==> config.mk <==
export PLATFORM = sky130hd
export DESIGN_NAME = hrx_channel
export DESIGN_NICKNAME = d
export VERILOG_FILES = /design/src/common/hrx_pkg.sv /design/src/verilog/hrx_channel.sv
export SDC_FILE = /design/constraint.sdc
export NUM_CORES = 2
export LEC_CHECK = 0
export ABC_AREA = 1
export ABC_CLOCK_PERIOD_IN_PS = 9700
export BUFFER_PORTS_ARGS = -buffer_cell sky130_fd_sc_hd__buf_2
export CELL_PAD_IN_SITES_DETAIL_PLACEMENT = 1
export CELL_PAD_IN_SITES_GLOBAL_PLACEMENT = 1
export CORE_UTILIZATION = 53
export DETAILED_ROUTE_END_ITERATION = 7
export PLACE_DENSITY_LB_ADDON = 0.25
export SYNTH_ARGS = -nofsm -noshare
export SYNTH_HDL_FRONTEND = slang
export SYNTH_SLANG_ARGS = --single-unit
==> constraint.sdc <==
create_clock -name i_clk -period 9.7 [get_ports i_clk]
set_input_delay 1.94 -clock i_clk [delete_from_list [all_inputs] [get_ports i_clk]]
set_output_delay 1.94 -clock i_clk [all_outputs]
set_load 0.01 [all_outputs]
==> src/common/hrx_pkg.sv <==
/* Constants and carriers for one serial channel's receive and DMA path.
   Assumes a single clock domain and a synchronous frame byte source. */
package hrx_pkg;
   localparam int HRX_DEPTH = 64;
   localparam int HRX_HALF = 32;
   localparam logic [6:0] HRX_THR_RESET = 7'h20;
   localparam logic [6:0] HRX_HDLC_MIN = 7'h02;
   localparam logic [6:0] HRX_ASYNC_MIN = 7'h01;
   localparam logic [7:0] HRX_GROUP_A = 8'hFE;
   localparam logic [7:0] HRX_GROUP_B = 8'hFC;
   localparam logic [7:0] HRX_CR_MASK = 8'hFD;
   localparam int HRX_CR_BIT = 1;
   localparam logic [7:0] HRX_FIFO_ADDR = 8'h00;
   localparam logic [1:0] HRX_MODE_AUTO = 2'h0;
   localparam logic [1:0] HRX_MODE_TRANSP = 2'h2;
   localparam logic [1:0] HRX_MODE_EXT = 2'h3;
   localparam int HRX_ST_CRC_OK = 7;
   localparam int HRX_ST_ABORT = 6;
   localparam int HRX_ST_CR = 5;
   localparam int HRX_ST_AUTO = 4;
   localparam int HRX_ST_HI2 = 3;
   localparam int HRX_ST_LO2 = 2;
   typedef struct packed {
      logic [7:0] data;
      logic last;
      logic crc_ok;
      logic abort;
   } hrx_item_t;
   typedef struct packed {
      logic [7:0] high_compare_one;
      logic [7:0] high_compare_two;
      logic [7:0] low_compare_one;
      logic [7:0] low_compare_two;
      logic cmd_resp_handling_bit;
   } hrx_addr_cfg_t;
   typedef enum {HRX_S_RUN, HRX_S_SKIP, HRX_S_STAT} hrx_state_t;
endpackage

==> src/verilog/hrx_channel.sv <==
/* One serial channel: frame filtering, receive and transmit queues with DMA requests.
   Assumes bus strobes and frame bytes synchronous to i_clk, one clock for all. */
`timescale 1ns/10ps
module hrx_channel #(
   parameter int DEPTH = hrx_pkg::HRX_DEPTH,
   parameter int HALF = hrx_pkg::HRX_HALF
) (
   input wire logic i_clk,
   input wire logic i_rst_b,
   input wire logic i_mode_select_hi,
   input wire logic i_mode_select_lo,
   input wire logic i_address_mode_bit,
   input wire logic i_proto_hdlc,
   input wire logic i_first_silicon,
   input wire logic i_dma_invert,
   input wire logic i_split_strobe,
   input wire logic i_bus_wide,
   input wire logic i_thr_load,
   input wire logic [5:0] i_rx_threshold,
   input wire hrx_pkg::hrx_addr_cfg_t i_addr_cfg,
   input wire logic i_item_valid,
   input wire hrx_pkg::hrx_item_t i_item,
   output logic o_rx_ready,
   input wire logic i_rx_bit,
   input wire logic i_rx_bit_valid,
   input wire logic i_dma_acknowledge_b,
   input wire logic i_cs_b,
   input wire logic [7:0] i_addr,
   input wire logic i_rd_b,
   input wire logic i_wr_b,
   input wire logic i_bhe_b,
   input wire logic [15:0] i_data,
   output logic [15:0] o_data,
   output logic o_data_oe,
   output logic o_rx_dma_request,
   output logic o_tx_dma_request,
   output logic o_tx_valid,
   output logic [7:0] o_tx_byte,
   input wire logic i_tx_ready,
   output logic [7:0] o_rx_control_field_reg,
   output logic [7:0] o_rx_frame_status_reg,
   output logic [7:0] o_low_compare_one
);
   import hrx_pkg::*;
   localparam int AW = $clog2(DEPTH);
   localparam int CW = AW + 1;
   localparam logic [CW-1:0] HALF_C = CW'(HALF);
   localparam logic [CW-1:0] DEPTH_C = CW'(DEPTH);
   localparam logic [CW-1:0] ONE_C = CW'(1);
   localparam logic [CW-1:0] TWO_C = CW'(2);

   ////////////////////////////////////////////////////////////////////////////////
   // Bus strobes
   logic rd_q, wr_q;
   wire dma_acknowledge = !i_dma_acknowledge_b;
   wire inv = i_dma_invert && dma_acknowledge;
   wire rw = i_wr_b ^ inv;
   wire rd_act = i_split_strobe ? (inv ? !i_wr_b : !i_rd_b) : (!i_rd_b && rw);
   wire wr_act = i_split_strobe ? (inv ? !i_rd_b : !i_wr_b) : (!i_rd_b && !rw);
   wire sel = dma_acknowledge || (!i_cs_b && i_addr == HRX_FIFO_ADDR);
   wire rd_start = rd_act && !rd_q && sel;
   wire wr_start = wr_act && !wr_q && sel;
   wire word = i_bus_wide && !i_bhe_b;

   ////////////////////////////////////////////////////////////////////////////////
   // Receive threshold
   logic [CW-1:0] thr;
   wire [CW-1:0] thr_floor = i_proto_hdlc ? CW'(HRX_HDLC_MIN) : CW'(HRX_ASYNC_MIN);
   wire [CW-1:0] thr_clip = (thr > HALF_C) ? HALF_C : thr;
   wire [CW-1:0] thr_eff = (i_proto_hdlc && i_first_silicon) ? HALF_C :
                           (thr_clip < thr_floor) ? thr_floor : thr_clip;

   ////////////////////////////////////////////////////////////////////////////////
   // Two-entry input buffer
   logic [1:0] sk_cnt;
   hrx_item_t sk_buf [2];
   logic [7:0] sh, ext_b;
   logic [2:0] bcnt;
   logic ext_v;
   logic take;
   wire [1:0] mode = {i_mode_select_hi, i_mode_select_lo};
   wire address_mode_bit = i_address_mode_bit;
   wire ext_mode = mode == HRX_MODE_EXT;
   wire sk_in_valid = ext_mode ? (ext_v && address_mode_bit) : i_item_valid;
   wire hrx_item_t sk_in = ext_mode ? hrx_item_t'({ext_b, 3'b000}) : i_item;
   wire sk_push = sk_in_valid && o_rx_ready;
   wire sk_valid = sk_cnt != 2'd0;
   wire hrx_item_t sk_out = sk_buf[0];
   wire [1:0] next_sk_cnt = sk_cnt + 2'(sk_push) - 2'(take);

   always_ff @(posedge i_clk or negedge i_rst_b) begin
      if (!i_rst_b) begin
         sk_cnt <= 2'd0;
         o_rx_ready <= 1'b1;
      end else begin
         sk_cnt <= next_sk_cnt;
         o_rx_ready <= next_sk_cnt != 2'd2;
      end
   end

   always_ff @(posedge i_clk) begin
      if (take) begin
         sk_buf[0] <= (sk_cnt == 2'd2) ? sk_buf[1] : sk_in;
      end else if (sk_push && sk_cnt == 2'd0) begin
         sk_buf[0] <= sk_in;
      end
      if (sk_push && (sk_cnt == 2'd1) != take) begin
         sk_buf[1] <= sk_in;
      end
   end

   // Raw bit assembly, LSB first, for the extended transparent mode
   always_ff @(posedge i_clk or negedge i_rst_b) begin
      if (!i_rst_b) begin
         sh <= 8'h00;
         bcnt <= 3'd0;
         ext_v <= 1'b0;
         ext_b <= 8'h00;
      end else begin
         ext_v <= ext_mode && i_rx_bit_valid && bcnt == 3'd7;
         if (ext_mode && i_rx_bit_valid) begin
            sh <= {i_rx_bit, sh[7:1]};
            bcnt <= bcnt + 3'd1;
            if (bcnt == 3'd7) begin
               ext_b <= {i_rx_bit, sh[7:1]};
            end
         end
      end
   end

   ////////////////////////////////////////////////////////////////////////////////
   // Frame filtering
   hrx_state_t state, next_state;
   logic [1:0] idx;
   logic hi1_q, hi2_q, lo2_q, cr_q, auto_q, crc_q, abt_q;
   logic [CW-1:0] rq_cnt;
   logic [7:0] stat_byte;
   wire hd_mode = !i_mode_select_hi;
   wire tr1 = mode == HRX_MODE_TRANSP && address_mode_bit;
   wire tr0 = mode == HRX_MODE_TRANSP && !address_mode_bit;
   wire [7:0] b = sk_out.data;
   wire [7:0] hmask = i_addr_cfg.cmd_resp_handling_bit ? HRX_CR_MASK : '1;
   wire [7:0] bm = b & hmask;
   wire hm1 = bm == (i_addr_cfg.high_compare_one & hmask);
   wire hm2 = bm == (i_addr_cfg.high_compare_two & hmask);
   wire hmg = bm == (HRX_GROUP_A & hmask) || bm == (HRX_GROUP_B & hmask);
   wire lm1 = b == i_addr_cfg.low_compare_one;
   wire lm2 = b == i_addr_cfg.low_compare_two;
   wire is_hi = idx == 2'd0 && ((hd_mode && address_mode_bit) || tr1);
   wire is_lo = hd_mode && idx == (address_mode_bit ? 2'd1 : 2'd0);
   wire is_ctl = (hd_mode && idx == (address_mode_bit ? 2'd2 : 2'd1)) || (tr1 && idx == 2'd2) ||
                 (tr0 && idx == 2'd1);
   wire to_low_compare_one = (tr1 && idx == 2'd1) || (tr0 && idx == 2'd0);
   wire drop = state == HRX_S_SKIP || (is_hi && !(hm1 || hm2 || hmg)) ||
               (is_lo && !(lm1 || lm2));
   wire auto_now = mode == HRX_MODE_AUTO && lm1 && (hi1_q || !address_mode_bit);
   wire room = rq_cnt < DEPTH_C - ONE_C;
   assign take = sk_valid && state != HRX_S_STAT && room;
   wire keep = take && !drop && !is_hi && !is_lo;
   wire rq_push = keep || state == HRX_S_STAT;
   wire [8:0] rq_din = (state == HRX_S_STAT) ? {1'b1, stat_byte} : {1'b0, b};

   always_comb begin
      stat_byte = 8'h00;
      stat_byte[HRX_ST_CRC_OK] = crc_q;
      stat_byte[HRX_ST_ABORT] = abt_q;
      stat_byte[HRX_ST_CR] = cr_q;
      stat_byte[HRX_ST_AUTO] = auto_q;
      stat_byte[HRX_ST_HI2] = hi2_q;
      stat_byte[HRX_ST_LO2] = lo2_q;
   end

   always_comb begin
      next_state = state;
      case (state)
         HRX_S_RUN: begin
            if (take && sk_out.last) begin
               next_state = drop ? HRX_S_RUN : HRX_S_STAT;
            end else if (take && drop) begin
               next_state = HRX_S_SKIP;
            end
         end
         HRX_S_SKIP: begin
            if (take && sk_out.last) begin
               next_state = HRX_S_RUN;
            end
         end
         HRX_S_STAT: next_state = HRX_S_RUN;
         default: next_state = HRX_S_RUN;
      endcase
   end

   always_ff @(posedge i_clk or negedge i_rst_b) begin
      if (!i_rst_b) begin
         state <= HRX_S_RUN;
         idx <= 2'd0;
         {hi1_q, hi2_q, lo2_q, cr_q, auto_q, crc_q, abt_q} <= 7'h00;
      end else begin
         state <= next_state;
         if (take) begin
            idx <= sk_out.last ? 2'd0 : (idx == 2'd3 ? idx : idx + 2'd1);
            if (idx == 2'd0) begin
               {hi1_q, hi2_q, lo2_q, cr_q, auto_q} <= 5'h00;
            end
            if (is_hi) begin
               hi1_q <= hm1;
               hi2_q <= hm2;
               cr_q <= b[HRX_CR_BIT];
            end
            if (is_lo) begin
               lo2_q <= lm2;
               auto_q <= auto_now;
               if (!address_mode_bit) begin
                  cr_q <= lm2;
               end
            end
            if (sk_out.last) begin
               crc_q <= sk_out.crc_ok;
               abt_q <= sk_out.abort;
            end
         end
      end
   end

   // Hardware-loaded field registers, and the threshold loaded on i_thr_load
   always_ff @(posedge i_clk or negedge i_rst_b) begin
      if (!i_rst_b) begin
         o_rx_control_field_reg <= 8'h00;
         o_rx_frame_status_reg <= 8'h00;
         o_low_compare_one <= 8'h00;
         thr <= CW'(HRX_THR_RESET);
      end else begin
         if (i_thr_load) begin
            thr <= CW'(i_rx_threshold);
         end
         if (take && is_ctl && !drop) begin
            o_rx_control_field_reg <= b;
         end
         if (state == HRX_S_STAT) begin
            o_rx_frame_status_reg <= stat_byte;
         end
         if (ext_mode) begin
            o_low_compare_one <= ext_v ? ext_b : o_low_compare_one;
         end else if (take && to_low_compare_one && !drop) begin
            o_low_compare_one <= b;
         end else if (hd_mode) begin
            o_low_compare_one <= i_addr_cfg.low_compare_one;
         end
      end
   end

   ////////////////////////////////////////////////////////////////////////////////
   // Receive queue and request
   logic [8:0] rq_mem [DEPTH];
   logic [AW-1:0] rq_w, rq_r;
   logic [CW-1:0] rq_ends, rx_left;
   wire [AW-1:0] rq_r1 = rq_r + AW'(1);
   wire [CW-1:0] half_room = HALF_C - CW'(rq_r[AW-2:0]);
   wire rx_avail = rq_cnt >= thr_eff || (rq_ends != '0 && rq_cnt != '0);
   wire [CW-1:0] blk_a = (thr_eff < rq_cnt) ? thr_eff : rq_cnt;
   wire [CW-1:0] rx_blk = (blk_a < half_room) ? blk_a : half_room;
   wire rx_pop = rd_start && rx_left != '0;
   wire rx_two = rx_pop && word && rx_left >= TWO_C;
   wire [CW-1:0] rx_step = rx_two ? TWO_C : ONE_C;
   wire [CW-1:0] next_rx_left = rx_pop ? rx_left - rx_step :
                                (rx_left == '0 && rx_avail) ? rx_blk : rx_left;
   wire [CW-1:0] ends_dec = CW'(rx_pop && rq_mem[rq_r][8]) + CW'(rx_two && rq_mem[rq_r1][8]);

   always_ff @(posedge i_clk) begin
      if (rq_push) begin
         rq_mem[rq_w] <= rq_din;
      end
   end

   always_ff @(posedge i_clk or negedge i_rst_b) begin
      if (!i_rst_b) begin
         {rq_w, rq_r} <= '0;
         {rq_cnt, rq_ends, rx_left} <= '0;
         {rd_q, wr_q, o_data_oe, o_rx_dma_request} <= 4'h0;
         o_data <= 16'h0000;
      end else begin
         rd_q <= rd_act;
         wr_q <= wr_act;
         o_data_oe <= rd_act && sel;
         rq_w <= rq_w + AW'(rq_push);
         rq_r <= rq_r + AW'(rx_pop ? rx_step : '0);
         rq_cnt <= rq_cnt + CW'(rq_push) - (rx_pop ? rx_step : '0);
         rq_ends <= rq_ends + CW'(rq_push && rq_din[8]) - ends_dec;
         rx_left <= next_rx_left;
         o_rx_dma_request <= next_rx_left != '0;
         if (rd_start) begin
            o_data <= rx_pop ? {rx_two ? rq_mem[rq_r1][7:0] : 8'h00, rq_mem[rq_r][7:0]} : '0;
         end
      end
   end

   ////////////////////////////////////////////////////////////////////////////////
   // Transmit queue and request
   logic [7:0] tq_mem [DEPTH];
   logic [AW-1:0] tq_w, tq_r;
   logic [CW-1:0] tq_cnt, tx_left;
   wire tx_push = wr_start && tx_left != '0;
   wire tx_two = tx_push && word && tx_left >= TWO_C;
   wire [CW-1:0] tx_step = tx_two ? TWO_C : ONE_C;
   wire tx_pop = tq_cnt != '0 && (!o_tx_valid || i_tx_ready);
   wire [CW-1:0] next_tx_left = tx_push ? tx_left - tx_step :
                                (tx_left == '0 && DEPTH_C - tq_cnt >= HALF_C) ? HALF_C : tx_left;

   always_ff @(posedge i_clk) begin
      if (tx_push) begin
         tq_mem[tq_w] <= i_data[7:0];
      end
      if (tx_two) begin
         tq_mem[tq_w + AW'(1)] <= i_data[15:8];
      end
   end

   always_ff @(posedge i_clk or negedge i_rst_b) begin
      if (!i_rst_b) begin
         {tq_w, tq_r} <= '0;
         {tq_cnt, tx_left} <= '0;
         o_tx_dma_request <= 1'b0;
         o_tx_valid <= 1'b0;
         o_tx_byte <= 8'h00;
      end else begin
         tq_w <= tq_w + AW'(tx_push ? tx_step : '0);
         tq_r <= tq_r + AW'(tx_pop);
         tq_cnt <= tq_cnt + (tx_push ? tx_step : '0) - CW'(tx_pop);
         tx_left <= next_tx_left;
         o_tx_dma_request <= next_tx_left != '0;
         if (tx_pop) begin
            o_tx_valid <= 1'b1;
            o_tx_byte <= tq_mem[tq_r];
         end else if (i_tx_ready) begin
            o_tx_valid <= 1'b0;
         end
      end
   end

   ////////////////////////////////////////////////////////////////////////////////
   // Checks
   property p_rx_req_drop;
      @(posedge i_clk) disable iff (!i_rst_b)
      (rx_pop && rx_left == rx_step) |=> !o_rx_dma_request;
   endproperty
   a_rx_req_drop: assert property (p_rx_req_drop)
      else $error("rx request held after last cycle");

   property p_rx_req_level;
      @(posedge i_clk) disable iff (!i_rst_b)
      (rx_left != '0 && !rx_pop) |=> o_rx_dma_request && $stable(rx_left);
   endproperty
   a_rx_req_level: assert property (p_rx_req_level)
      else $error("rx request dropped early");

   property p_dma_acknowledge_top;
      @(posedge i_clk) disable iff (!i_rst_b)
      (dma_acknowledge && i_cs_b && rd_act && !rd_q && rx_left != '0) |=> rq_r != $past(rq_r);
   endproperty
   a_dma_acknowledge_top: assert property (p_dma_acknowledge_top)
      else $error("acknowledged read did not pop");

   property p_inv_swap;
      @(posedge i_clk) disable iff (!i_rst_b)
      (i_split_strobe && dma_acknowledge && i_dma_invert && !i_wr_b && i_rd_b && !rd_q &&
       rx_left != '0) |=> rq_r != $past(rq_r);
   endproperty
   a_inv_swap: assert property (p_inv_swap)
      else $error("inverted strobe not taken as read");

   property p_thr_range;
      @(posedge i_clk) disable iff (!i_rst_b)
      thr_eff >= thr_floor && thr_eff <= HALF_C;
   endproperty
   a_thr_range: assert property (p_thr_range)
      else $error("threshold out of range");

   property p_v1_thr;
      @(posedge i_clk) disable iff (!i_rst_b)
      (i_proto_hdlc && i_first_silicon && rq_cnt < HALF_C && rq_ends == '0 &&
       rx_left == '0) |=> !o_rx_dma_request;
   endproperty
   a_v1_thr: assert property (p_v1_thr)
      else $error("request below 32 bytes");

   property p_half;
      @(posedge i_clk) disable iff (!i_rst_b)
      rx_left <= half_room;
   endproperty
   a_half: assert property (p_half)
      else $error("block crosses half");

   property p_discard;
      @(posedge i_clk) disable iff (!i_rst_b)
      (state == HRX_S_SKIP) |-> !rq_push;
   endproperty
   a_discard: assert property (p_discard)
      else $error("discarded frame stored");

   property p_status;
      @(posedge i_clk) disable iff (!i_rst_b)
      (keep && sk_out.last) |=> rq_push && rq_din[8];
   endproperty
   a_status: assert property (p_status)
      else $error("status byte missing");

   property p_group;
      @(posedge i_clk) disable iff (!i_rst_b)
      (take && is_hi && bm == (HRX_GROUP_A & hmask)) |=> state != HRX_S_SKIP;
   endproperty
   a_group: assert property (p_group)
      else $error("group address rejected");

   property p_ext_ral;
      @(posedge i_clk) disable iff (!i_rst_b)
      (ext_v && ext_mode) |=> o_low_compare_one == $past(ext_b);
   endproperty
   a_ext_ral: assert property (p_ext_ral)
      else $error("assembled byte not shown");
endmodule

Word-level counts from Yosys, hierarchy flattened
Memory sizes are Yosys's and may differ from the RTL's. A register that Yosys moved wholly into a read port is not among the register bits.
Index checks and enable logic that the tools add are counted.

word-level totals
  RAM bits = 1110
  input bits = 94
  memories = 3
  register bits after elaboration = 173
  logic and storage cells = 275

cells by class
  equal/unequal tests = 27
  bitwise gates (word level) = 5
  order comparisons = 9
  mux-type cells = 63
  $add $sub $neg = 21
  reduce and logical (&&, ||, !) cells = 112

memories
  memory  words  width  rd ports  clocked after memory_dff  wr ports  RTL line            RTL
  rq_mem  64     9      2         0                         1         hrx_channel.sv:254  logic [8:0] rq_mem [DEPTH];
  tq_mem  64     8      1         1                         2         hrx_channel.sv:299  logic [7:0] tq_mem [DEPTH];
  sk_buf  2      11     2         0                         2         hrx_channel.sv:76   hrx_item_t sk_buf [2];

operator list
  operator                                                                   number
  32-bit 2-to-1 mux                                                          3
  32-bit case mux with 2 select lines                                        1
  1-bit logical AND                                                          55
  7-bit nonzero test                                                         7
  7-bit 2-to-1 mux                                                           6
  8-bit equality test                                                        5
  8-bit 2-to-1 mux                                                           5
  11-bit 2-to-1 mux                                                          3
  32-bit by 1-bit equality test with 1-bit output (second input constant)    1
  32-bit by 2-bit equality test with 1-bit output (second input constant)    1
  32-bit by 3-bit equality test with 1-bit output (second input constant)    1
  32-bit zero test                                                           1
  32-bit by 3-bit inequality test with 1-bit output (second input constant)  1
  1-bit 2-to-1 mux                                                           30
  7-bit by 2-bit subtractor with 7-bit output                                4
  8-bit bitwise AND                                                          3
  2-bit 2-to-1 mux                                                           10
  6-bit 2-to-1 mux                                                           3
  1-bit zero test                                                            17
  16-bit 2-to-1 mux                                                          1
  1-bit logical OR                                                           15
  7-bit by 1-bit adder with 7-bit output                                     2
  7-bit by 2-bit >= comparator with 1-bit output (second input constant)     2
  7-bit zero test                                                            2
  36 further kinds                                                           58

Longest topological paths before layout
  depth after elaboration = 17
  gate-level depth with buffers = 36
  gate-level depth less buffers = 36

Worst setup path before layout
No wires, ideal clock.

  path type = input to register
  from = input i_addr[3]
  to = register rq_ends[5]
  cell stages on the path = 17
  setup slack = 4.569 ns
  data arrival time = 5.004 ns
  data required time = 9.572 ns
  cells stage by stage = nor4_1 -> nand2_1 -> o21ai_0 -> nand2_1 -> nor2_1 -> clkbuf_1 -> nand2_1 -> a21oi_1 -> fa_1 -> inv_1 -> ha_1 -> ha_1 -> inv_1 -> fa_1 -> o21bai_1 -> a21oi_1 -> xor2_1

on the way
  longest elaborated chain between the ends = 10
  elaborated cells on any way between the ends = 11
  those cells by class = add/sub: 2; reduce/logical: 9

RTL lines
  element                                        RTL line            RTL
  from (decl)                                    hrx_channel.sv:28   input wire logic [7:0] i_addr,
  8-bit zero test *                              hrx_channel.sv:60   wire sel = dma_acknowledge || (!i_cs_b && i_addr == HRX_FIFO_ADDR);
  1-bit logical AND *                            hrx_channel.sv:60
  1-bit logical OR *                             hrx_channel.sv:60
  1-bit logical AND *                            hrx_channel.sv:61   wire rd_start = rd_act && !rd_q && sel;
  1-bit logical AND *                            hrx_channel.sv:262  wire rx_pop = rd_start && rx_left != '0;
  1-bit logical AND (2 in a row)                 hrx_channel.sv:263  wire rx_two = rx_pop && word && rx_left >= TWO_C;
  1-bit logical AND                              hrx_channel.sv:267  wire [CW-1:0] ends_dec = CW'(rx_pop && rq_mem[rq_r][8]) + CW'(rx_two && rq_mem[rq_r1][8]);
  1-bit by 1-bit adder with 2-bit output *       hrx_channel.sv:267
  7-bit by 2-bit subtractor with 7-bit output *  hrx_channel.sv:288  rq_ends <= rq_ends + CW'(rq_push && rq_din[8]) - ends_dec;
  to (signal assigned)                           hrx_channel.sv:288
  to (decl)                                      hrx_channel.sv:256  logic [CW-1:0] rq_ends, rx_left;

Mark *: on every way between the ends. The rest lies on a longest branch, timed or not.
A chain may end at the register's enable or synchronous reset.

Worst setup path after layout
  from = register rq_r[1]
  to = register rq_ends[5]

on the way
  longest elaborated chain between the ends = 5
  elaborated cells on any way between the ends = 6
  those cells by class = add/sub: 3; reduce/logical: 2; memory: 1

RTL lines
  element                                        RTL line            RTL
  from (decl)                                    hrx_channel.sv:255  logic [AW-1:0] rq_w, rq_r;
  from (signal assigned)                         hrx_channel.sv:286  rq_r <= rq_r + AW'(rx_pop ? rx_step : '0);
  6-bit by 1-bit adder with 6-bit output         hrx_channel.sv:257  wire [AW-1:0] rq_r1 = rq_r + AW'(1);
  memory 64 x 9 bit *                            n/a
  1-bit logical AND                              hrx_channel.sv:267
  1-bit by 1-bit adder with 2-bit output *       hrx_channel.sv:267
  7-bit by 2-bit subtractor with 7-bit output *  hrx_channel.sv:288

Marked as above.

==> flow_metrics.tcl <==
set metrics [dict create \
    wl_met1_mm 89.09 \
    p_seq_share_pct 31.9 \
    vias_per_cell 6.559 \
    rows 126 \
    worstSetupStartpointType "flip-flop" \
    initial_core_util_pct 53.74 \
    post-route-period-util_pct 66.34 \
    syn_avg_cell_area_um2 9.189 \
    yosysMostFrequentCell "nand2_1" \
    ff_latch_area_mm2 0.03710 \
    internal_power_w 0.01201 \
    syn2layout_area_growth_pct 9.023 \
    drive_gt1_share_pct 6.647 \
    cts_tree "yes" \
    grt_overflow 0 \
    wl_met2_mm 104.6 \
    design.core.area_mm2 0.1187 \
    regMostFlops "rq_mem" \
    setup_viol 0 \
    dieArea_mm2 0.1218 \
    drt_iter0_markers 7069 \
    track_usage_pct 37.44 \
    clock_sinks 1260 \
    die_h_um 349.0 \
    syn_area_mm2 0.06380 \
    min_period_ps 6435 \
    cts.htree.levels 4 \
    cts.path.max_buffers 3 \
    arrival_ps 7070 \
    ys.flop_type "edfxtp_1" \
    wl_mm 230.7 \
    fin_tns_setup_ps 0 \
    drc 0 \
    ys_seq_elements 1260 \
    hp-class "reg2reg" \
    netSwitchingPower_w 0.01025 \
    total_leakage_power_nw 26.25 \
    io_pins 147 \
    reg_top3 "rq_mem: 576 flops, tq_mem: 512 flops, sk_buf: 22 flops" \
    worst_slew_pin_slew_ps 1399 \
    final_nets 6941 \
    wl_per_cell_um 27.22 \
    die_w_um 349.0 \
    grt_max_degree 196 \
    root_buffer "clkbuf_16" \
    ys_types 56 \
    fillers 13370 \
    first_pass_iters 6 \
    worstPathMaxFanout 42 \
    p_clk_share_pct 22.7 \
    async_flop_share_pct 11.90 \
    top_layer "met5" \
    drv_cap 0 \
    report.final.hold_viol_count 0 \
    power.total_w 0.02226 \
    ant_nets 0 \
    required_ps 10330 \
    relSlewSlack_pct 5.945 \
    dpl.hpwl_mm 139.5 \
    drv_slew 0 \
    largest_reg_flops 576 \
    pwr-share-comb_pct 45.4 \
    stdcell_area_mm2 0.06956 \
    yosysTopAreaCellShare_pct 52.25 \
    vias 55600 \
    cts_setup_buffers 0 \
    ys_warn_count 0 \
    synthCells 6943 \
    synth_edf_count 1110 \
    numCtsBuffers 139 \
    grt_setup_unrepaired "false" \
    portBuffers 144 \
    grt_pass1_vias 56110 \
    ir_drop_v 0.0004011 \
    synthTopCellsByCount "nand2_1, o21ai_0, edfxtp_1" \
    power_density_mw_per_mm2 320.0 \
    critPathKind "reg2reg" \
    seq_area_frac_synth_pct 58.13 \
    skew_ps 32.14 \
    crit_path_end_kind "flip-flop" \
    multi_input_area_mm2 0.02342 \
    met3_length_mm 26.70 \
    antenna_found_initial 7 \
    fin_util_pct 58.59 \
    cts.reportedPaths.clkPinSlew_ps 60 \
    yosysTopAreaCell "edfxtp_1" \
    holdBufCountCts 0 \
    place_congestion 0.8951 \
    outcome "finished clean" \
    grt_pass1_wl_mm 344.6 \
    swShare_pct 46.05 \
    worstSkewPairLatency_ps 770 \
    cts_resized 0 \
    synth_area_leaders "edfxtp_1, o21ai_0, nand2_1" \
    hold_ws_ps 435.9 \
    max_freq_mhz 155.4 \
    dpl_cell_area_mm2 0.06536 \
]
-- cell usage in the layout, fill, tap and decap left out, types with 24 or more instances in the layout --
master,n
inv_1,362
dfrtp_1,143
o22ai_1,84
nand4_1,59
nand2_1,1394
nor2_1,739
clkbuf_16,144
a21oi_1,445
xor2_1,54
o211ai_1,80
buf_4,72
o221ai_1,73
a22oi_1,46
o21ai_0,1189
buf_2,143
nand3_1,314
clkbuf_1,44
edfxtp_1,1110
nor3_1,24
clkinv_1,39
ha_1,67
a31oi_1,59
-- worst paths after layout --
| kind | end | startpoint | slack [ps] | depth (start not counted) |
|---|---|---|---|---|
| setup / recovery | rq_ends[5]$_DFF_PN0_ | rq_r[1]$_DFF_PN0_ | 3260 | 20 |
| hold / removal | state[1]$_DFFE_PN0P_ | state[1]$_DFFE_PN0P_ | 440 | 1 |
| setup reg to reg | rq_ends[5]$_DFF_PN0_ | rq_r[1]$_DFF_PN0_ | 3260 | 20 |
| hold reg to reg | state[1]$_DFFE_PN0P_ | state[1]$_DFFE_PN0P_ | 440 | 1 |
| max in group asynchronous | rq_r[1]$_DFF_PN0_ | i_rst_b | 6740 | 2 |
| min in group asynchronous | tq_w[2]$_DFF_PN0_ | i_rst_b | 1260 | 1 |
-- layer usage --
metal	up-vias	GRT usage, %
met2	3497	58.13
met5	-	0.1200
li1	24000	-
met4	8	16.22
met3	690	7.766
met1	27400	51.00
-- power groups by stage --
stage	clock [W]	combinational (W)	sequential, W
after floorplan	0	0.00606	0.00696
after global placement	0	0.00922	0.00716
after detailed placement	0	0.00960	0.00719
after CTS	0.00505	0.00974	0.00709
after global routing	0.00523	0.0107	0.00714
final	0.00505	0.0101	0.00711
-- through the flow --
step                      instances  setup slack (ps)
after global routing           8475              3111
after CTS                      8475              3506
after detailed placement       8230              3086
final                          8477              3265
after global placement         8230              3334
after floorplan                6944              4569
-- area by class of cell --
class,count,share of cell area (%)
Multi-Input combinational cell,4761,33.67
Sequential cell,1260,53.34
Inverter,389,2.135
Tap cell,1600,2.878
Timing Repair Buffer,220,1.937
Clock inverter,49,0.4461
Clock buffer,196,5.576
Antenna cell,2,0.007195
-- worst max-delay path: stages, from the launching register on --
cell,delay (ps)
dfrtp_4,760
clkinv_2,690
ha_4,900
inv_2,320
buf_4,390
nand2_1,130
a21oi_1,50
o311ai_0,390
nand3_1,250
nand3_1,190
nand2_1,70
a21oi_1,360
fa_1,490
inv_1,70
ha_1,130
ha_1,160
inv_1,60
fa_1,420
o21bai_1,150
a21oi_1,100
xor2_1,150
-- cells by family (layout without fill, tap and decap cells) --
family	after synthesis	after routing	share of synthesized area (%)
AO/OA/AOI/OAI	2037	2037	17.49
XOR/XNOR	69	69	0.9472
flip-flops	1260	1260	58.13
other	1	4	0.005878
multiplexers	5	5	0.08825
AND/OR/NAND/NOR	2572	2572	16.30
buffers and inverters	923	854	5.456
adder cells (fa/ha/maj)	76	76	1.585
Power figures use the tool's default switching activity.
